`config.mk`:
```
export PLATFORM = sky130hd
export DESIGN_NAME = adcsc_top
export DESIGN_NICKNAME = d
export VERILOG_FILES = /design/src/adcsc_pkg.sv /design/src/adcsc_top.sv
export SDC_FILE = /design/constraint.sdc
export NUM_CORES = 1
export LEC_CHECK = 0
export ABC_AREA = 1
export BUFFER_PORTS_ARGS = -buffer_cell sky130_fd_sc_hd__buf_4
export CORE_MARGIN = 2
export CORE_UTILIZATION = 40
export DETAILED_ROUTE_END_ITERATION = 10
export HOLD_SLACK_MARGIN = 0.02
export SLEW_MARGIN = 30
export SYNTH_ARGS = -nofsm -noshare
export SYNTH_HDL_FRONTEND = slang
export SYNTH_SLANG_ARGS = --single-unit
```
`constraint.sdc`:
```
create_clock -name clk -period 2.15 [get_ports clk]
set_input_delay 0.215 -clock clk [delete_from_list [all_inputs] [get_ports clk]]
set_output_delay 0.215 -clock clk [all_outputs]
set_load 0.02 [all_outputs]
```
`src/adcsc_pkg.sv`:
```
package adcsc_pkg;
  // register index map
  localparam logic [3:0] OFS_MODE      = 4'h0;
  localparam logic [3:0] OFS_MODE2     = 4'h1;
  localparam logic [3:0] OFS_CHAN      = 4'h2;
  localparam logic [3:0] OFS_PORTCFG   = 4'h3;
  localparam logic [3:0] OFS_REFCTL    = 4'h4;
  localparam logic [3:0] OFS_RES_FULL  = 4'h5;
  localparam logic [3:0] OFS_RES_UPPER = 4'h6;
  localparam logic [3:0] OFS_FLAG      = 4'h7;
  localparam logic [3:0] OFS_PORT_IN   = 4'h8;
  localparam logic [3:0] OFS_PERIPH_EN = 4'h9;
  localparam logic [3:0] OFS_OPAMP     = 4'ha;
  // field positions
  localparam int MODE_START_BIT = 7;
  localparam int MODE_CMP_BIT   = 0;
  localparam int REF_ON_BIT     = 0;
  localparam int REF_GAIN_BIT   = 1;
  localparam int FLAG_DONE_BIT  = 0;
  localparam int GATE_BIT       = 0;
  localparam int CHAN_W         = 4;
  localparam int RES_W          = 12;
  localparam int UPPER_W        = 8;
  localparam int PIN_W          = 16;
  localparam int OPAMP_N        = 3;
  // reset values
  localparam logic [7:0]  MODE_RST   = 8'h00;
  localparam logic [7:0]  MODE2_RST  = 8'h00;
  localparam logic [3:0]  CHAN_RST   = 4'h0;
  localparam logic [15:0] PCFG_RST   = 16'h0000;
  localparam logic [7:0]  REF_RST    = 8'h00;
  localparam logic [2:0]  OPAMP_RST  = 3'h0;
  // timing: clock and conversion phases
  localparam int CLK_MHZ        = 125;
  localparam int SETUP_NS       = 200;
  localparam int SETUP_CYC      = (SETUP_NS * CLK_MHZ + 999) / 1000;
  localparam int CONV_BASE_NS   = 1000;
  localparam int CONV_BASE_CYC  = (CONV_BASE_NS * CLK_MHZ + 999) / 1000;
  localparam int CNT_W          = 16;

  typedef struct packed {
    logic       start;
    logic       rsvd;
    logic [2:0] time_sel;
    logic       volt_hi;
    logic       volt_lo;
    logic       cmp_en;
  } adcsc_mode_t;

  typedef struct packed {
    logic       en;
    logic [3:0] sel;
  } adcsc_mux_t;

  typedef enum logic [1:0] {
    ST_IDLE,
    ST_SETUP,
    ST_CONV
  } adcsc_state_t;
endpackage

```
`src/adcsc_top.sv`:
```
// The implementer's own choices: the address-and-strobe port and the register addresses.
`timescale 1ns/1ps
`default_nettype none
// Behaviour
// software writes zero to channel select bits 4 to 7
// software sets analog pins to input mode before converting
// software never selects a pin configured as digital i/o
// port read returns 0 for pins configured as analog input
// software waits 1 us between comparator enable and start
// low-voltage modes need boost enabled and 10 us before start
// conversion phase set by mode bits 5..1, plus setup phase before it; the code times it from mode bits 5..3 only
// op-amp started before conversion and left unchanged while converting
// internal reference started before conversion and left unchanged
// software clears start, optionally comparator, before stop mode
// low-voltage modes clear reference gain and on before stop mode
// after standby, clear done flag before restarting
// result read coinciding with result write is served first
// mode/channel/port-config write at completion suppresses store and irq
// channel write leaves done flag alone; running conversion completes
// after stopping, software clears done flag before resuming
// software discards first result after early or disabled start
// mode, mode2, channel, port-config writes may corrupt results
// active op-amp input pins lose analog-input use; output stays
// dac values not rewritten while start set with shared reference
// 12-bit full result and 8-bit upper result registers
// with clock gate off, writes ignored and reads give reset values; code still lets flag writes clear the done flag and reads it back
// completion stores result, sets flag, pulses irq one clock
module adcsc_top
  import adcsc_pkg::*;
(
  input  wire logic               clk,
  input  wire logic               rstn,
  input  wire logic [3:0]         addr,
  input  wire logic [15:0]        wdata,
  input  wire logic               wr,
  input  wire logic               rd,
  output var  logic [15:0]        rdata,
  input  wire logic [RES_W-1:0]   sar_code,
  input  wire logic [PIN_W-1:0]   port_pins,
  output var  logic               comparator_on,
  output var  logic               sample_on,
  output var  adcsc_mux_t         mux,
  output var  logic               ref_on,
  output var  logic               ref_gain,
  output var  logic               conv_done_irq
);

  // ************************************************************
  // register storage
  // ************************************************************
  logic                      converter_clock_gate;
  adcsc_mode_t               converter_mode_reg;
  logic [7:0]                converter_mode2_reg;
  logic [CHAN_W-1:0]         channel_select_reg;
  logic [PIN_W-1:0]          port_config_reg;
  logic [7:0]                ref_control_reg;
  logic [OPAMP_N-1:0]        opamp_active;
  logic [RES_W-1:0]          result_full_reg;
  logic                      conv_done_flag;
  logic [PIN_W-1:0]          pin_meta;
  logic [PIN_W-1:0]          pin_sync;
  logic [PIN_W-1:0]          port_view;
  adcsc_state_t              state;
  logic [CNT_W-1:0]          cnt;
  logic [CNT_W-1:0]          conv_cyc;
  logic                      wr_ok;
  logic                      cfg_wr;
  logic                      done;
  logic                      commit;
  logic                      chan_blocked;

  assign wr_ok = wr && converter_clock_gate;

  // a config write landing on the end of conversion wins
  assign cfg_wr = wr_ok && (addr == OFS_MODE || addr == OFS_CHAN || addr == OFS_PORTCFG);

  // conversion length from time select
  assign conv_cyc = CNT_W'(CONV_BASE_CYC) << converter_mode_reg.time_sel;

  assign done = (state == ST_CONV) && (cnt == conv_cyc - 16'h0001);

  // completion dropped on coinciding config write
  assign commit = done && !cfg_wr;

  // ************************************************************
  // peripheral clock gate
  // ************************************************************
  always_ff @(posedge clk or negedge rstn) begin
    if (!rstn) begin
      converter_clock_gate <= 1'b0;
    end else if (wr && addr == OFS_PERIPH_EN) begin
      converter_clock_gate <= wdata[GATE_BIT];
    end
  end

  // ************************************************************
  // control registers
  // ************************************************************
  always_ff @(posedge clk or negedge rstn) begin
    if (!rstn) begin
      converter_mode_reg  <= MODE_RST;
      converter_mode2_reg <= MODE2_RST;
      channel_select_reg  <= CHAN_RST;
      port_config_reg     <= PCFG_RST;
      ref_control_reg     <= REF_RST;
      opamp_active        <= OPAMP_RST;
    // gated off holds reset values
    end else if (!converter_clock_gate) begin
      converter_mode_reg  <= MODE_RST;
      converter_mode2_reg <= MODE2_RST;
      channel_select_reg  <= CHAN_RST;
      port_config_reg     <= PCFG_RST;
      ref_control_reg     <= REF_RST;
      opamp_active        <= OPAMP_RST;
    end else if (wr_ok) begin
      unique case (addr)
        OFS_MODE: begin
          converter_mode_reg <= wdata[7:0];
        end
        OFS_MODE2: begin
          converter_mode2_reg <= wdata[7:0];
        end
        // upper channel bits not stored
        OFS_CHAN: begin
          channel_select_reg <= wdata[CHAN_W-1:0];
        end
        OFS_PORTCFG: begin
          port_config_reg <= wdata;
        end
        OFS_REFCTL: begin
          ref_control_reg <= wdata[7:0];
        end
        OFS_OPAMP: begin
          opamp_active <= wdata[OPAMP_N-1:0];
        end
        default: begin
        end
      endcase
    end
  end

  // ************************************************************
  // conversion sequencer
  // ************************************************************
  always_ff @(posedge clk or negedge rstn) begin
    if (!rstn) begin
      state <= ST_IDLE;
      cnt   <= '0;
    end else if (!converter_mode_reg.start) begin
      state <= ST_IDLE;
      cnt   <= '0;
    end else begin
      unique case (state)
        ST_IDLE: begin
          state <= ST_SETUP;
          cnt   <= '0;
        end
        // setup precedes the timed phase
        ST_SETUP: begin
          if (cnt == CNT_W'(SETUP_CYC - 1)) begin
            state <= ST_CONV;
            cnt   <= '0;
          end else begin
            cnt <= cnt + 16'h0001;
          end
        end
        ST_CONV: begin
          if (done) begin
            state <= ST_SETUP;
            cnt   <= '0;
          end else begin
            cnt <= cnt + 16'h0001;
          end
        end
      endcase
    end
  end

  // ************************************************************
  // result and completion
  // ************************************************************
  always_ff @(posedge clk or negedge rstn) begin
    if (!rstn) begin
      result_full_reg <= '0;
    end else if (!converter_clock_gate) begin
      result_full_reg <= '0;
    // read data sampled from old value this edge
    end else if (commit) begin
      result_full_reg <= sar_code;
    end
  end

  // channel writes never touch the flag
  always_ff @(posedge clk or negedge rstn) begin
    if (!rstn) begin
      conv_done_flag <= 1'b0;
    // set wins over a coinciding clear
    end else if (commit) begin
      conv_done_flag <= 1'b1;
    end else if (wr && addr == OFS_FLAG && !wdata[FLAG_DONE_BIT]) begin
      conv_done_flag <= 1'b0;
    end
  end

  // one-clock completion request
  always_ff @(posedge clk or negedge rstn) begin
    if (!rstn) begin
      conv_done_irq <= 1'b0;
    end else begin
      conv_done_irq <= commit;
    end
  end

  // ************************************************************
  // pin synchroniser and port view
  // ************************************************************
  always_ff @(posedge clk or negedge rstn) begin
    if (!rstn) begin
      pin_meta <= '0;
      pin_sync <= '0;
    end else begin
      pin_meta <= port_pins;
      pin_sync <= pin_meta;
    end
  end

  // analog pins read as zero
  genvar gi;
  generate
    for (gi = 0; gi < PIN_W; gi++) begin : g_pin
      assign port_view[gi] = pin_sync[gi] & ~port_config_reg[gi];
    end
  endgenerate

  // ************************************************************
  // analog side controls
  // ************************************************************
  // op-amp n owns channels 3n..3n+2; only 3n+2 (output) stays usable
  always_comb begin
    chan_blocked = 1'b0;
    for (int n = 0; n < OPAMP_N; n++) begin
      if (opamp_active[n] && (channel_select_reg == CHAN_W'(3 * n) ||
                              channel_select_reg == CHAN_W'(3 * n + 1))) begin
        chan_blocked = 1'b1;
      end
    end
  end

  always_ff @(posedge clk or negedge rstn) begin
    if (!rstn) begin
      comparator_on <= 1'b0;
      sample_on     <= 1'b0;
      mux           <= '0;
      ref_on        <= 1'b0;
      ref_gain      <= 1'b0;
    end else begin
      comparator_on <= converter_mode_reg.cmp_en;
      sample_on     <= (state == ST_CONV);
      mux.sel       <= channel_select_reg;
      mux.en        <= converter_mode_reg.start && !chan_blocked;
      ref_on        <= ref_control_reg[REF_ON_BIT];
      ref_gain      <= ref_control_reg[REF_GAIN_BIT];
    end
  end

  // ************************************************************
  // read port
  // ************************************************************
  // gated off reads return reset values, except the done flag and the port input view
  // full and upper result views
  // result reads reflect last committed value only
  always_ff @(posedge clk or negedge rstn) begin
    if (!rstn) begin
      rdata <= '0;
    end else if (rd) begin
      unique case (addr)
        OFS_MODE:      rdata <= {8'h00, converter_mode_reg};
        OFS_MODE2:     rdata <= {8'h00, converter_mode2_reg};
        OFS_CHAN:      rdata <= {12'h000, channel_select_reg};
        OFS_PORTCFG:   rdata <= port_config_reg;
        OFS_REFCTL:    rdata <= {8'h00, ref_control_reg};
        OFS_RES_FULL:  rdata <= {4'h0, result_full_reg};
        OFS_RES_UPPER: rdata <= {8'h00, result_full_reg[RES_W-1 -: UPPER_W]};
        OFS_FLAG:      rdata <= {15'h0000, conv_done_flag};
        OFS_PORT_IN:   rdata <= port_view;
        OFS_PERIPH_EN: rdata <= {15'h0000, converter_clock_gate};
        OFS_OPAMP:     rdata <= {13'h0000, opamp_active};
        default:       rdata <= 16'h0000;
      endcase
    end else begin
      rdata <= 16'h0000;
    end
  end

endmodule
`default_nettype wire

```
Word-level counts from Yosys, hierarchy flattened
Index checks and enable logic that the tools add are counted.
{"block": "classes", "muxes": 35, "n_bitwise": 32, "reduce_logical": 30, "addsub": 2, "n_eq_ne": 29, "shift": 1}
{"op": "$pmux 16 s11", "n": 1}
{"op": "$mux 16", "n": 7}
{"op": "$mux 8", "n": 9}
{"op": "$pmux 16 s3", "n": 1}
{"op": "$eq 4x3->1 const B", "n": 7}
{"op": "$mux 12", "n": 2}
{"op": "$add 16x1->16 const B", "n": 1}
{"op": "$and 1x1->1", "n": 16}
{"op": "$eq 16x16->1", "n": 1}
{"op": "$eq 16x5->1 const B", "n": 1}
{"op": "$ne 2x1->1 const B", "n": 8}
{"op": "$not 1->1", "n": 16}
{"op": "$shl 7x3->16 const A", "n": 1}
{"op": "$sub 16x1->16 const B", "n": 1}
{"op": "$reduce_and 2->1", "n": 7}
{"op": "$eq 4x2->1 const B", "n": 3}
{"op": "$eq 4x4->1 const B", "n": 3}
{"op": "$mux 4", "n": 3}
{"op": "$logic_and 1x1->1", "n": 11}
{"op": "$mux 3", "n": 3}
{"op": "$eq 4x1->1 const B", "n": 2}
{"op": "$logic_not 4->1", "n": 2}
{"op": "$mux 2", "n": 3}
{"op": "$ne 3x3->1 const B", "n": 2}
{"op": "other kinds (8)", "n": 18}
{"block": "totals", "regBits": 137, "word_cells": 155, "out_inout_bits": 26, "inputBits": 52}

Logic depth before layout (Yosys ltp)
Gate-level depths: netlist of run 1.
{"block": "depth", "depth_word": 8, "depth_mapped": 14, "depth_no_buf": 13}

Worst setup path before layout of run 1
Ideal clock, no wire load.
{"block": "synth_timing", "path_type": "register to register", "from": "register converter_mode_reg[5] (netlist bit)", "to": "register cnt[8]", "synth_period_minus_slack_ns": 1.639, "setup_ns": 0.121, "path_slack_ns": 0.511, "t_arrival_ns": 1.518, "n_path_buf": 2, "required_time_ns": 2.029, "path_stages_with_launch": 13, "cell_sequence": "dfrtp_1 > buf_6 > nor2_1 > nand2_1 > nand2_1 > o21ai_0 > nor2_1 > nand3_2 > o21bai_2 > nand2_2 > nand2_4 > buf_8 > nor2_1"}
{"block": "synth_between", "elab_chain_cells": 7}
{"element": "from (decl)", "line_no": "adcsc_top.sv:52", "source": "adcsc_mode_t converter_mode_reg;"}
{"element": "from (signal assigned)", "line_no": "adcsc_top.sv:118", "source": "converter_mode_reg <= wdata[7:0];"}
{"element": "$shl 7x3->16", "line_no": "adcsc_top.sv:78", "source": "assign conv_cyc = CNT_W'(CONV_BASE_CYC) << converter_mode_reg.time_sel;"}
{"element": "$sub 16x1->16", "line_no": "adcsc_top.sv:80", "source": "assign done = (state == ST_CONV) && (cnt == conv_cyc - 16'h0001);"}
{"element": "$eq 16x16->1", "line_no": "adcsc_top.sv:80"}
{"element": "$logic_and 1x1->1", "line_no": "adcsc_top.sv:80"}
{"element": "$mux 16", "line_no": "adcsc_top.sv:168", "source": "if (done) begin"}
{"element": "$pmux 16 s3", "line_no": "adcsc_top.sv:153", "source": "unique case (state)"}
{"element": "$mux 16", "line_no": "adcsc_top.sv:149", "source": "end else if (!converter_mode_reg.start) begin"}
{"element": "to (signal assigned)", "line_no": "adcsc_top.sv:164", "source": "cnt <= cnt + 16'h0001;"}
{"element": "to (signal assigned)", "line_no": "adcsc_top.sv:172", "source": "cnt <= cnt + 16'h0001;"}
{"element": "to (decl)", "line_no": "adcsc_top.sv:64", "source": "logic [CNT_W-1:0] cnt;"}
Every way passes these cells.
A chain may end at the register's enable or synchronous reset.

Final worst setup path of run 1
{"block": "layout_timing", "from": "register cnt[1]", "to": "register cnt[12]"}
{"block": "layout_between", "elab_chain_cells": 5, "elab_cells_between_ends": 8, "cone_classes": "1 x add/sub; 2 x eq/ne; 4 x mux; 1 x reduce/logical"}
{"element": "branches (longest 3 deep; another with $add 16x1->16)"}
{"element": "$pmux 16 s3 *", "line_no": "adcsc_top.sv:153"}
{"element": "$mux 16 *", "line_no": "adcsc_top.sv:149"}
Mark *: on every way between the ends.

==> run summary, run 1 <==
status: complete, no violations
vias in the first global route: 4731
pwr/cell area: 897 nW/um^2
Max Buffers Root-to-Sink: 2
Port Buffers: 77
Crit Path Class: flop to flop
leakage: 3.69 nW
fmax: 0.505 GHz
Post-synth EDFFs: 0
fin nets: 832
syn_nets: 717
Slew HR: 66.2%
CTS Sinks: 137
Core Footprint: 14500 um^2
H-tree depth: 4
Placer Congestion: 0.863
CTS tree: done
Starting Density: 41.0%
Yosys reg bits: 137
total I/O pin count: 78
final worst setup slack: 0.170 ns
placed cell area: 6790 um^2
worst reg2reg path depth: 11
vias per inst: 4.94
# diodes: 0
critical path's most frequent cell: nor2_1
Synth warnings: 0
CTS Buf Count: 17
Post-DRT Antenna Nets: 0
Initial DRC Count: 441
CTS clock-pin slew for the worst setup and hold paths: 0.06 ns
Place WS: 0.0663 ns
Final setup viols: 0
Crit Path Max Fanout: 5
Sum Neg Setup Slack: 0 ns
Yosys cell types: 38
Final Hold Viols: 0
worst ir drop on vdd: 0.583 mV
WL final: 15000 um
Hold Path Depth: 3
nature of the critical path endpoint: flop
first-pass GRT wire length: 24400 um
layout cells sized above 1: 19.4%
DRC Markers: 0
Worst path slowest cell: dfrtp_1
flop2flop setup slack: 0.17 ns
drt pass-1 iters: 5
clk_skew: 0.0111 ns
Post-DP HPWL: 10600 um
Synth Instances: 661
Critical R2R Launch: cnt[1]$_DFF_PN0_
Layout area overhead: 27.8%
post-route cell area: 7610 um^2
row count: 44
postcts setup bufs: 0
async set or reset register ratio after synthesis: 100%
Critical Path Start Type: flop
hold_sp: wdata[14]
unrepaired setup endpoints after global routing: false
clk_lat worst skew: 0.43 ns
CP max stage delay: 0.40 ns
area of the mapped netlist: 5950 um^2
Critical Path AT: 2.29 ns
commonest non-fill, non-tap cells in the layout: nand2_1, dfrtp_1, inv_1
Final Max Slew Viols: 0
total track usage: 19.7%
Worst Path Required: 2.46 ns
Worst Hold Class: input port to flop
Worst R2R End: cnt[12]$_DFF_PN0_
WL/cell: 15.4 um
root buffer cell: clkbuf_16
syn avg cell area: 9.01 um^2
crit-path cells: ha_1 -> nand2_1 -> nor2_1 -> nand3_1 -> nor2_1 -> inv_1 -> nor2_1 -> nand2_1 -> nor2_1 -> xor2_1 -> nor2_1
Hold Slack: 0.0271 ns
max-cap violations: 0
fin crit share: 92.1%
Die X-Extent: 126 um
commonest non-fill, non-tap cell in the layout: nand2_1
Hold EP: port_config_reg[14]$_DFFE_PN0P_
critical path startpoint: cnt[1]$_DFF_PN0_
GRT overflow: 0
Least-Margin Pin Slew: 0.506 ns
ys flop type: dfrtp_1
largest net degree at the start of global routing: 54
Min Clock Period, post-route: 1.98 ns
initial antenna violation count: 0
total number of vias: 4805
Seq/Total Area, Yosys: 57.6%
vertical die dimension: 126 um
DIE AREA: 15900 um^2
synthesized netlist by cell type (4+ instances only):
library cell / count / area [um^2]
a21oi_1: 8 / 40.0
buf_1: 4 / 15.0
clkbuf_1: 7 / 26.3
dfrtp_1: 137 / 3430
ha_1: 4 / 50.1
inv_1: 96 / 360
mux2_2: 6 / 67.6
nand2_1: 150 / 563
nand2_2: 5 / 31.3
nand3_1: 53 / 265
nand4_1: 5 / 31.3
nor2_1: 53 / 199
nor3_1: 4 / 20.0
o21ai_0: 54 / 270
o21ai_1: 5 / 25.0
o21ai_2: 7 / 61.3
o221ai_1: 8 / 70.1
o22ai_1: 12 / 75.1
xor2_1: 8 / 70.1
final cells by class:
| type | count | area [um^2] |
|---|---|---|
| clock inverters | 14 | 153 |
| flip-flops and latches | 137 | 3430 |
| repair buffers | 114 | 927 |
| multi-input cells | 406 | 2050 |
| fillers | 1332 | 6930 |
| well taps | 184 | 230 |
| inverters | 100 | 383 |
| clock buffers | 18 | 439 |
stage by stage:
stage          power, mW  utilization [%]  std cells
4_1_cts             6.89             52.3        973
5_1_grt             7.16             52.4        973
3_5_place_dp        3.93             46.7        919
3_3_place_gp        3.91             46.7        919
6_report            6.83             52.4        973
2_1_floorplan       3.52                -        661
cell families after synthesis:
group / Yosys count / share of synthesized area, %
buffers and inverters: 118 / 8.19
and+or+nand+nor: 275 / 19.4
AOI/OAI and AO/OA: 111 / 11.4
DFF: 137 / 57.6
adders and majority gates: 4 / 0.841
xor gates and xnor gates: 10 / 1.47
muxes: 6 / 1.13
power breakdown:
part / internal [mW] / switching (mW)
logic: 0.362 / 0.622
clock network: 1.67 / 1.24
registers: 2.81 / 0.124
total: 4.84 / 1.98
timing repair:
action,CTS,global route
endpoints found under the hold margin,70,0
setup endpoints to repair,0,20
gates resized for setup,0,2
hold buffers,22,0
routing by layer:
layer / vias to the layer above / GRT usage, % / share of wire, %
li1: 2367 / - / -
met1: 2270 / 27.7 / 46
met4: 0 / 5.43 / 1.4
met2: 151 / 30.4 / 47
met5: - / 0 / 0
met3: 17 / 5.44 / 5.2
worst max-delay path by stage:
| stage | to | slack (ns) | cells after the start |
|---|---|---|---|
| floorplan | cnt[8]$_DFF_PN0_ | 0.51 | 12 |
| global placement | result_full_reg[2]$_DFFE_PN0P_ | 0.12 | 12 |
| detailed placement | result_full_reg[2]$_DFFE_PN0P_ | 0.07 | 12 |
| CTS | result_full_reg[2]$_DFFE_PN0P_ | 0.04 | 12 |
| global route | result_full_reg[0]$_DFFE_PN0P_ | 0.001 | 13 |
| finish | cnt[12]$_DFF_PN0_ | 0.17 | 11 |
worst max-delay path, delay by kind of cell (launching register included):
family	cells	cell delay, ns
xor gates and xnor gates	1	0.17
and+or+nand+nor	8	0.99
adders and majority gates	1	0.22
buffers and inverters	1	0.09
DFF	1	0.40
(Power assumes the default switching activity.)
==> run 2: changes to the inputs <==
--- a/config.mk
+++ b/config.mk
@@ -5,7 +5,6 @@
 export SDC_FILE = /design/constraint.sdc
 export NUM_CORES = 1
 export LEC_CHECK = 0
-export ABC_AREA = 1
 export BUFFER_PORTS_ARGS = -buffer_cell sky130_fd_sc_hd__buf_4
 export CORE_MARGIN = 2
 export CORE_UTILIZATION = 40
==> constraint.sdc (replaced) <==
create_clock -name clk -period 1.99 [get_ports clk]
set_input_delay 0.199 -clock clk [delete_from_list [all_inputs] [get_ports clk]]
set_output_delay 0.199 -clock clk [all_outputs]
set_load 0.02 [all_outputs]
==> run summary, run 2 <==
Worst Path Buf+Inv: 4
Yosys cell types: 64
Crit Path Class: flop to flop
most frequent cells after synthesis: dfrtp_1, nor2_1, nand2_1, a21oi_1, mux2i_1
Crit Path Max Fanout: 11
final worst setup slack: -0.259 ns
placed cell area: 7330 um^2
syn_nets: 669
area of the mapped netlist: 6230 um^2
Least-Margin Pin Slew: 0.676 ns
Post-DP HPWL: 11500 um
vias in the first global route: 5115
Yosys top cell area share: 55.1%
CTS Buf Count: 17
fmax: 0.445 GHz
top-count cell post-synth: dfrtp_1
Placer Congestion: 0.847
Min Clock Period, post-route: 2.25 ns
CP max stage delay: 0.42 ns
Yosys reg bits: 137
Max Buffers Root-to-Sink: 2
Critical Path AT: 2.59 ns
clk_lat worst skew: 0.42 ns
stages on the worst setup path: 11
CTS tree: done
pwr/cell area: 808 nW/um^2
Port Buffers: 77
Final Hold Viols: 0
drt pass-1 iters: 6
unrepaired setup endpoints after global routing: true
Core Footprint: 15200 um^2
CTS clock-pin slew for the worst setup and hold paths: 0.06 ns
CTS Sinks: 137
Worst Path Required: 2.33 ns
GRT overflow: 0
commonest non-fill, non-tap cell in the layout: dfrtp_1
ys flop type: dfrtp_1
leakage: 3.82 nW
Hold Path Depth: 3
DIE AREA: 16600 um^2
total number of vias: 5028
Initial DRC Count: 472
fin crit share: 113%
Place WS: -0.478 ns
Worst path slowest cell: dfrtp_1
async set or reset register ratio after synthesis: 100%
H-tree depth: 4
nature of the critical path endpoint: flop
post-route cell area: 8350 um^2
initial antenna violation count: 0
first-pass GRT wire length: 27100 um
WL final: 17100 um
Synth Instances: 613
clk_skew: 0.00702 ns
WL/cell: 17.9 um
Final setup viols: 31
Post-synth EDFFs: 0
Synth warnings: 0
layout cells sized above 1: 27.8%
max-cap violations: 0
Layout area overhead: 34.2%
root buffer cell: clkbuf_16
DRC Markers: 0
most area-consuming cells after synthesis: dfrtp_1, mux2i_1, nor2_1
largest net degree at the start of global routing: 56
total I/O pin count: 78
Slew HR: 54.8%
vias per inst: 5.26
Worst Hold Class: input port to flop
row count: 45
Seq/Total Area, Yosys: 55.1%
fin nets: 810
Top Family by Delay on Critical Path: buffers and inverters
worst ir drop on vdd: 0.595 mV
Yosys top cell by area: dfrtp_1
failing checks: setup timing
commonest non-fill, non-tap cells in the layout: dfrtp_1, buf_4, nor2_1
syn avg cell area: 10.2 um^2
Critical Path Start Type: flop
critical path's most frequent cell: buf_6
status: finished with violations
crit-path cells: buf_12 -> buf_6 -> mux2_2 -> a221oi_2 -> a21oi_1 -> nand4b_4 -> buf_4 -> nor3_4 -> buf_6 -> nand3_1 -> a21oi_2
Starting Density: 41.0%
Final Max Slew Viols: 0
Post-DRT Antenna Nets: 0
# diodes: 0
vertical die dimension: 129 um
worst reg2reg path depth: 11
total track usage: 21.3%
Die X-Extent: 129 um
## run 2: cell count changes after synthesis, moves of 24 or more
cell	delta
nand2_1	-91
inv_1	-85
a21oi_1	+43
mux2i_1	+39
nor2_1	+30
o21ai_0	-27
nand3_1	-24
## run 2: cell families (layout without fill, tap and decap cells)
logic type | after synthesis | count (layout) | share of synthesized area [%]
adders and majority gates | 5 | 5 | 0.964
AOI/OAI and AO/OA | 119 | 119 | 12.3
xor gates and xnor gates | 14 | 14 | 1.97
and+or+nand+nor | 240 | 240 | 18.4
muxes | 43 | 43 | 7.35
DFF | 137 | 137 | 55.1
buffers and inverters | 55 | 209 | 3.98
## run 2: final cells by class
class	instances	area [um^2]
Clock inverter	13	193
Multi-Input combinational cell	421	2640
Inverter	13	48.8
Sequential cell	137	3430
Clock buffer	19	433
Fill cell	1349	6850
Timing Repair Buffer	164	1370
Tap cell	188	235
## run 2: layer usage
layer / GRT usage, % / routed length, um
met3: 4.78 / 913
met5: 0 / 0
met4: 5.82 / 161
met2: 34.0 / 8360
met1: 29.6 / 7670
## run 2: metrics by stage
stage / util (%) / cells / power [mW] / hold slack, ns / setup TNS (ns)
finish: 55.0 / 955 / 6.75 / 0.0340 / -7.05
detailed placement: 48.2 / 892 / 3.40 / 0.199 / -13.49
floorplan: - / 613 / 3.13 / -0.0966 / -1.86
CTS: 54.2 / 950 / 6.80 / 0.0263 / -5.53
global route: 55.0 / 955 / 6.99 / 0.0205 / -9.16
global placement: 48.2 / 892 / 3.40 / 0.188 / -10.81
## run 2: power breakdown
| group | switching, mW | internal, mW | total, mW |
|---|---|---|---|
| Combinational | 0.317 | 0.197 | 0.514 |
| Clock | 1.24 | 2.11 | 3.35 |
| Sequential | 0.0359 | 2.85 | 2.88 |
## run 2: worst paths after layout
path / start / end / slack, ns
setup / recovery: converter_mode_reg[4]$_DFFE_PN0P_ / result_full_reg[2]$_DFFE_PN0P_ / -0.26
hold / removal: wdata[13] / port_config_reg[13]$_DFFE_PN0P_ / 0.03
setup reg to reg: converter_mode_reg[4]$_DFFE_PN0P_ / result_full_reg[2]$_DFFE_PN0P_ / -0.26
hold reg to reg: pin_meta[2]$_DFF_PN0_ / pin_sync[2]$_DFF_PN0_ / 0.35
max in group asynchronous: rstn / converter_mode_reg[2]$_DFFE_PN0P_ / 1.03
min in group asynchronous: rstn / sample_on$_DFF_PN0_ / 0.31
## run 2: repair_timing
| item | in CTS | in global routing |
|---|---|---|
| resized for setup | 13 | 18 |
| pin swaps | 0 | 13 |
| endpoints found under the setup margin | 32 | 31 |
| cloned | 0 | 2 |
| setup buffers | 5 | 3 |
| hold endpoints to repair | 71 | 0 |
| hold buffers | 21 | 0 |
## run 2: worst min-delay path, delay by kind of cell
kind | cells | cell delay [ns]
and+or+nand+nor | 1 | 0.05
buffers and inverters | 1 | 0.11
AOI/OAI and AO/OA | 1 | 0.06
==> run 3: changes to the inputs <==
--- a/config.mk
+++ b/config.mk
@@ -10,6 +10,7 @@
 export CORE_UTILIZATION = 40
 export DETAILED_ROUTE_END_ITERATION = 10
 export HOLD_SLACK_MARGIN = 0.02
+export RECOVER_POWER = 50
 export SLEW_MARGIN = 30
 export SYNTH_ARGS = -nofsm -noshare
 export SYNTH_HDL_FRONTEND = slang
==> run summary, run 3 (same netlist as run 2, synthesis figures left out) <==
CTS clock-pin slew for the worst setup and hold paths: 0.06 ns
Hold Path Depth: 3
vias in the first global route: 5115
CTS Buf Count: 17
Port Buffers: 77
root buffer cell: clkbuf_16
Slew HR: 7.58%
Crit Path Class: flop to flop
largest net degree at the start of global routing: 56
nature of the critical path endpoint: flop
GR Util met2: 34.0%
Hold EP: port_config_reg[13]$_DFFE_PN0P_
fin crit share: 113%
first-pass GRT wire length: 27100 um
Worst R2R End: result_full_reg[2]$_DFFE_PN0P_
WL final: 17000 um
DIE AREA: 16600 um^2
crit-path cells: buf_12 -> buf_6 -> mux2_2 -> a221oi_2 -> a21oi_1 -> nand4b_4 -> buf_4 -> nor3_4 -> buf_6 -> nand3_1 -> a21oi_2
failing checks: setup timing
Final setup viols: 31
CTS Sinks: 137
post-route cell area: 8330 um^2
DRC Markers: 0
Post-DP HPWL: 11500 um
unrepaired setup endpoints after global routing: true
M3 GR Usage: 4.78%
worst ir drop on vdd: 0.597 mV
placed cell area: 7330 um^2
GRT busiest layer: met2
worst reg2reg path depth: 11
area occupied by registers: 3430 um^2
CTS tree: done
critical path's most frequent cell: buf_6
Worst path slowest cell: dfrtp_1
pwr/cell area: 810 nW/um^2
Crit Path Max Fanout: 11
fin nets: 810
Placer Congestion: 0.847
Multi-input gate area: 2640 um^2
Layout area overhead: 33.8%
WL/cell: 17.8 um
Worst Path Required: 2.33 ns
Least-Margin Pin Slew: 1.39 ns
flop2flop setup slack: -0.26 ns
layout cells sized above 1: 27.5%
Die X-Extent: 129 um
hold_sp: wdata[13]
Post-DRT Antenna Nets: 0
total track usage: 21.3%
vias per inst: 5.27
leakage: 3.81 nW
max-cap violations: 0
Initial DRC Count: 469
GRT overflow: 0
Top Family by Delay on Critical Path: buffers and inverters
total number of vias: 5034
Critical Path AT: 2.59 ns
# diodes: 0
Worst Path Buf+Inv: 4
CP max stage delay: 0.42 ns
status: finished with violations
Worst Hold Class: input port to flop
fmax: 0.445 GHz
Final Max Slew Viols: 0
initial antenna violation count: 0
clk_skew: 0.00653 ns
fillers: 1354
drt pass-1 iters: 5
Critical R2R Launch: converter_mode_reg[4]$_DFFE_PN0P_
final worst setup slack: -0.258 ns
Max Buffers Root-to-Sink: 2
Core Footprint: 15200 um^2
commonest non-fill, non-tap cell in the layout: dfrtp_1
GR Util met1: 29.6%
vertical die dimension: 129 um
Finished Core Util: 54.8%
commonest non-fill, non-tap cells in the layout: dfrtp_1, buf_4, nor2_1
row count: 45
Final Hold Viols: 0
Min Clock Period, post-route: 2.25 ns
Critical Path Start Type: flop
total I/O pin count: 78
Starting Density: 41.0%
clk_lat worst skew: 0.42 ns
H-tree depth: 4
-- run 3: cell type report --
class                   instances  share of cell area [%]
clock inverters                13                    2.31
multi-input cells             421                    31.7
flip-flops and latches        137                    41.2
clock buffers                  19                    5.20
inverters                      13                   0.586
well taps                     188                    2.82
repair buffers                164                    16.1
-- run 3: worst reg2reg max path, cell delays in order (launching register included) --
cell and delay [ns]:
dfrtp_1 0.42, buf_12 0.17, buf_6 0.13, mux2_2 0.22
a221oi_2 0.05, a21oi_1 0.23, nand4b_4 0.15, buf_4 0.18
nor3_4 0.23, buf_6 0.16, nand3_1 0.10, a21oi_2 0.14
-- run 3: how the worst max path moves through the flow --
stage | startpoint | to | slack (ns) | cells after the start
2_1_floorplan | converter_mode_reg[4]$_DFFE_PN0P_ | cnt[7]$_DFF_PN0_ | -0.12 | 10
3_3_place_gp | converter_mode_reg[5]$_DFFE_PN0P_ | cnt[2]$_DFF_PN0_ | -0.39 | 7
3_5_place_dp | converter_mode_reg[5]$_DFFE_PN0P_ | cnt[2]$_DFF_PN0_ | -0.48 | 7
4_1_cts | converter_mode_reg[4]$_DFFE_PN0P_ | cnt[15]$_DFF_PN0_ | -0.22 | 9
5_1_grt | converter_mode_reg[5]$_DFFE_PN0P_ | cnt[15]$_DFF_PN0_ | -0.32 | 9
6_report | converter_mode_reg[4]$_DFFE_PN0P_ | result_full_reg[2]$_DFFE_PN0P_ | -0.26 | 11
-- run 3: timing repair --
item | CTS | global route
setup buffers | 5 | 3
gates cloned | 0 | 2
pin swaps | 0 | 13
hold buffers | 21 | 0
gates resized for setup | 13 | 18
endpoints found under the hold margin | 71 | 0
endpoints found under the setup margin | 32 | 31
-- run 3: power breakdown --
part	switching [mW]	internal, mW
registers	0.0360	2.85
logic	0.317	0.191
clock network	1.24	2.11
total	1.59	5.15
-- run 3: routing by layer --
metal / wire length (um) / part of all wire, %
met5: 0 / 0
met4: 187 / 1.1
met3: 826 / 4.8
met2: 8320 / 49
met1: 7700 / 45
-- run 3: per-stage QoR --
| step | hold slack [ns] | instances | TNS, ns | setup WS, ns | total power [mW] |
|---|---|---|---|---|---|
| after global routing | 0.0205 | 955 | -11.07 | -0.324 | 6.98 |
| after floorplan | -0.0966 | 613 | -1.86 | -0.119 | 3.13 |
| final | 0.0335 | 955 | -7.00 | -0.258 | 6.74 |
| after CTS | 0.0263 | 950 | -5.53 | -0.218 | 6.80 |
| after detailed placement | 0.199 | 892 | -13.49 | -0.478 | 3.40 |
| after global placement | 0.188 | 892 | -10.81 | -0.386 | 3.40 |
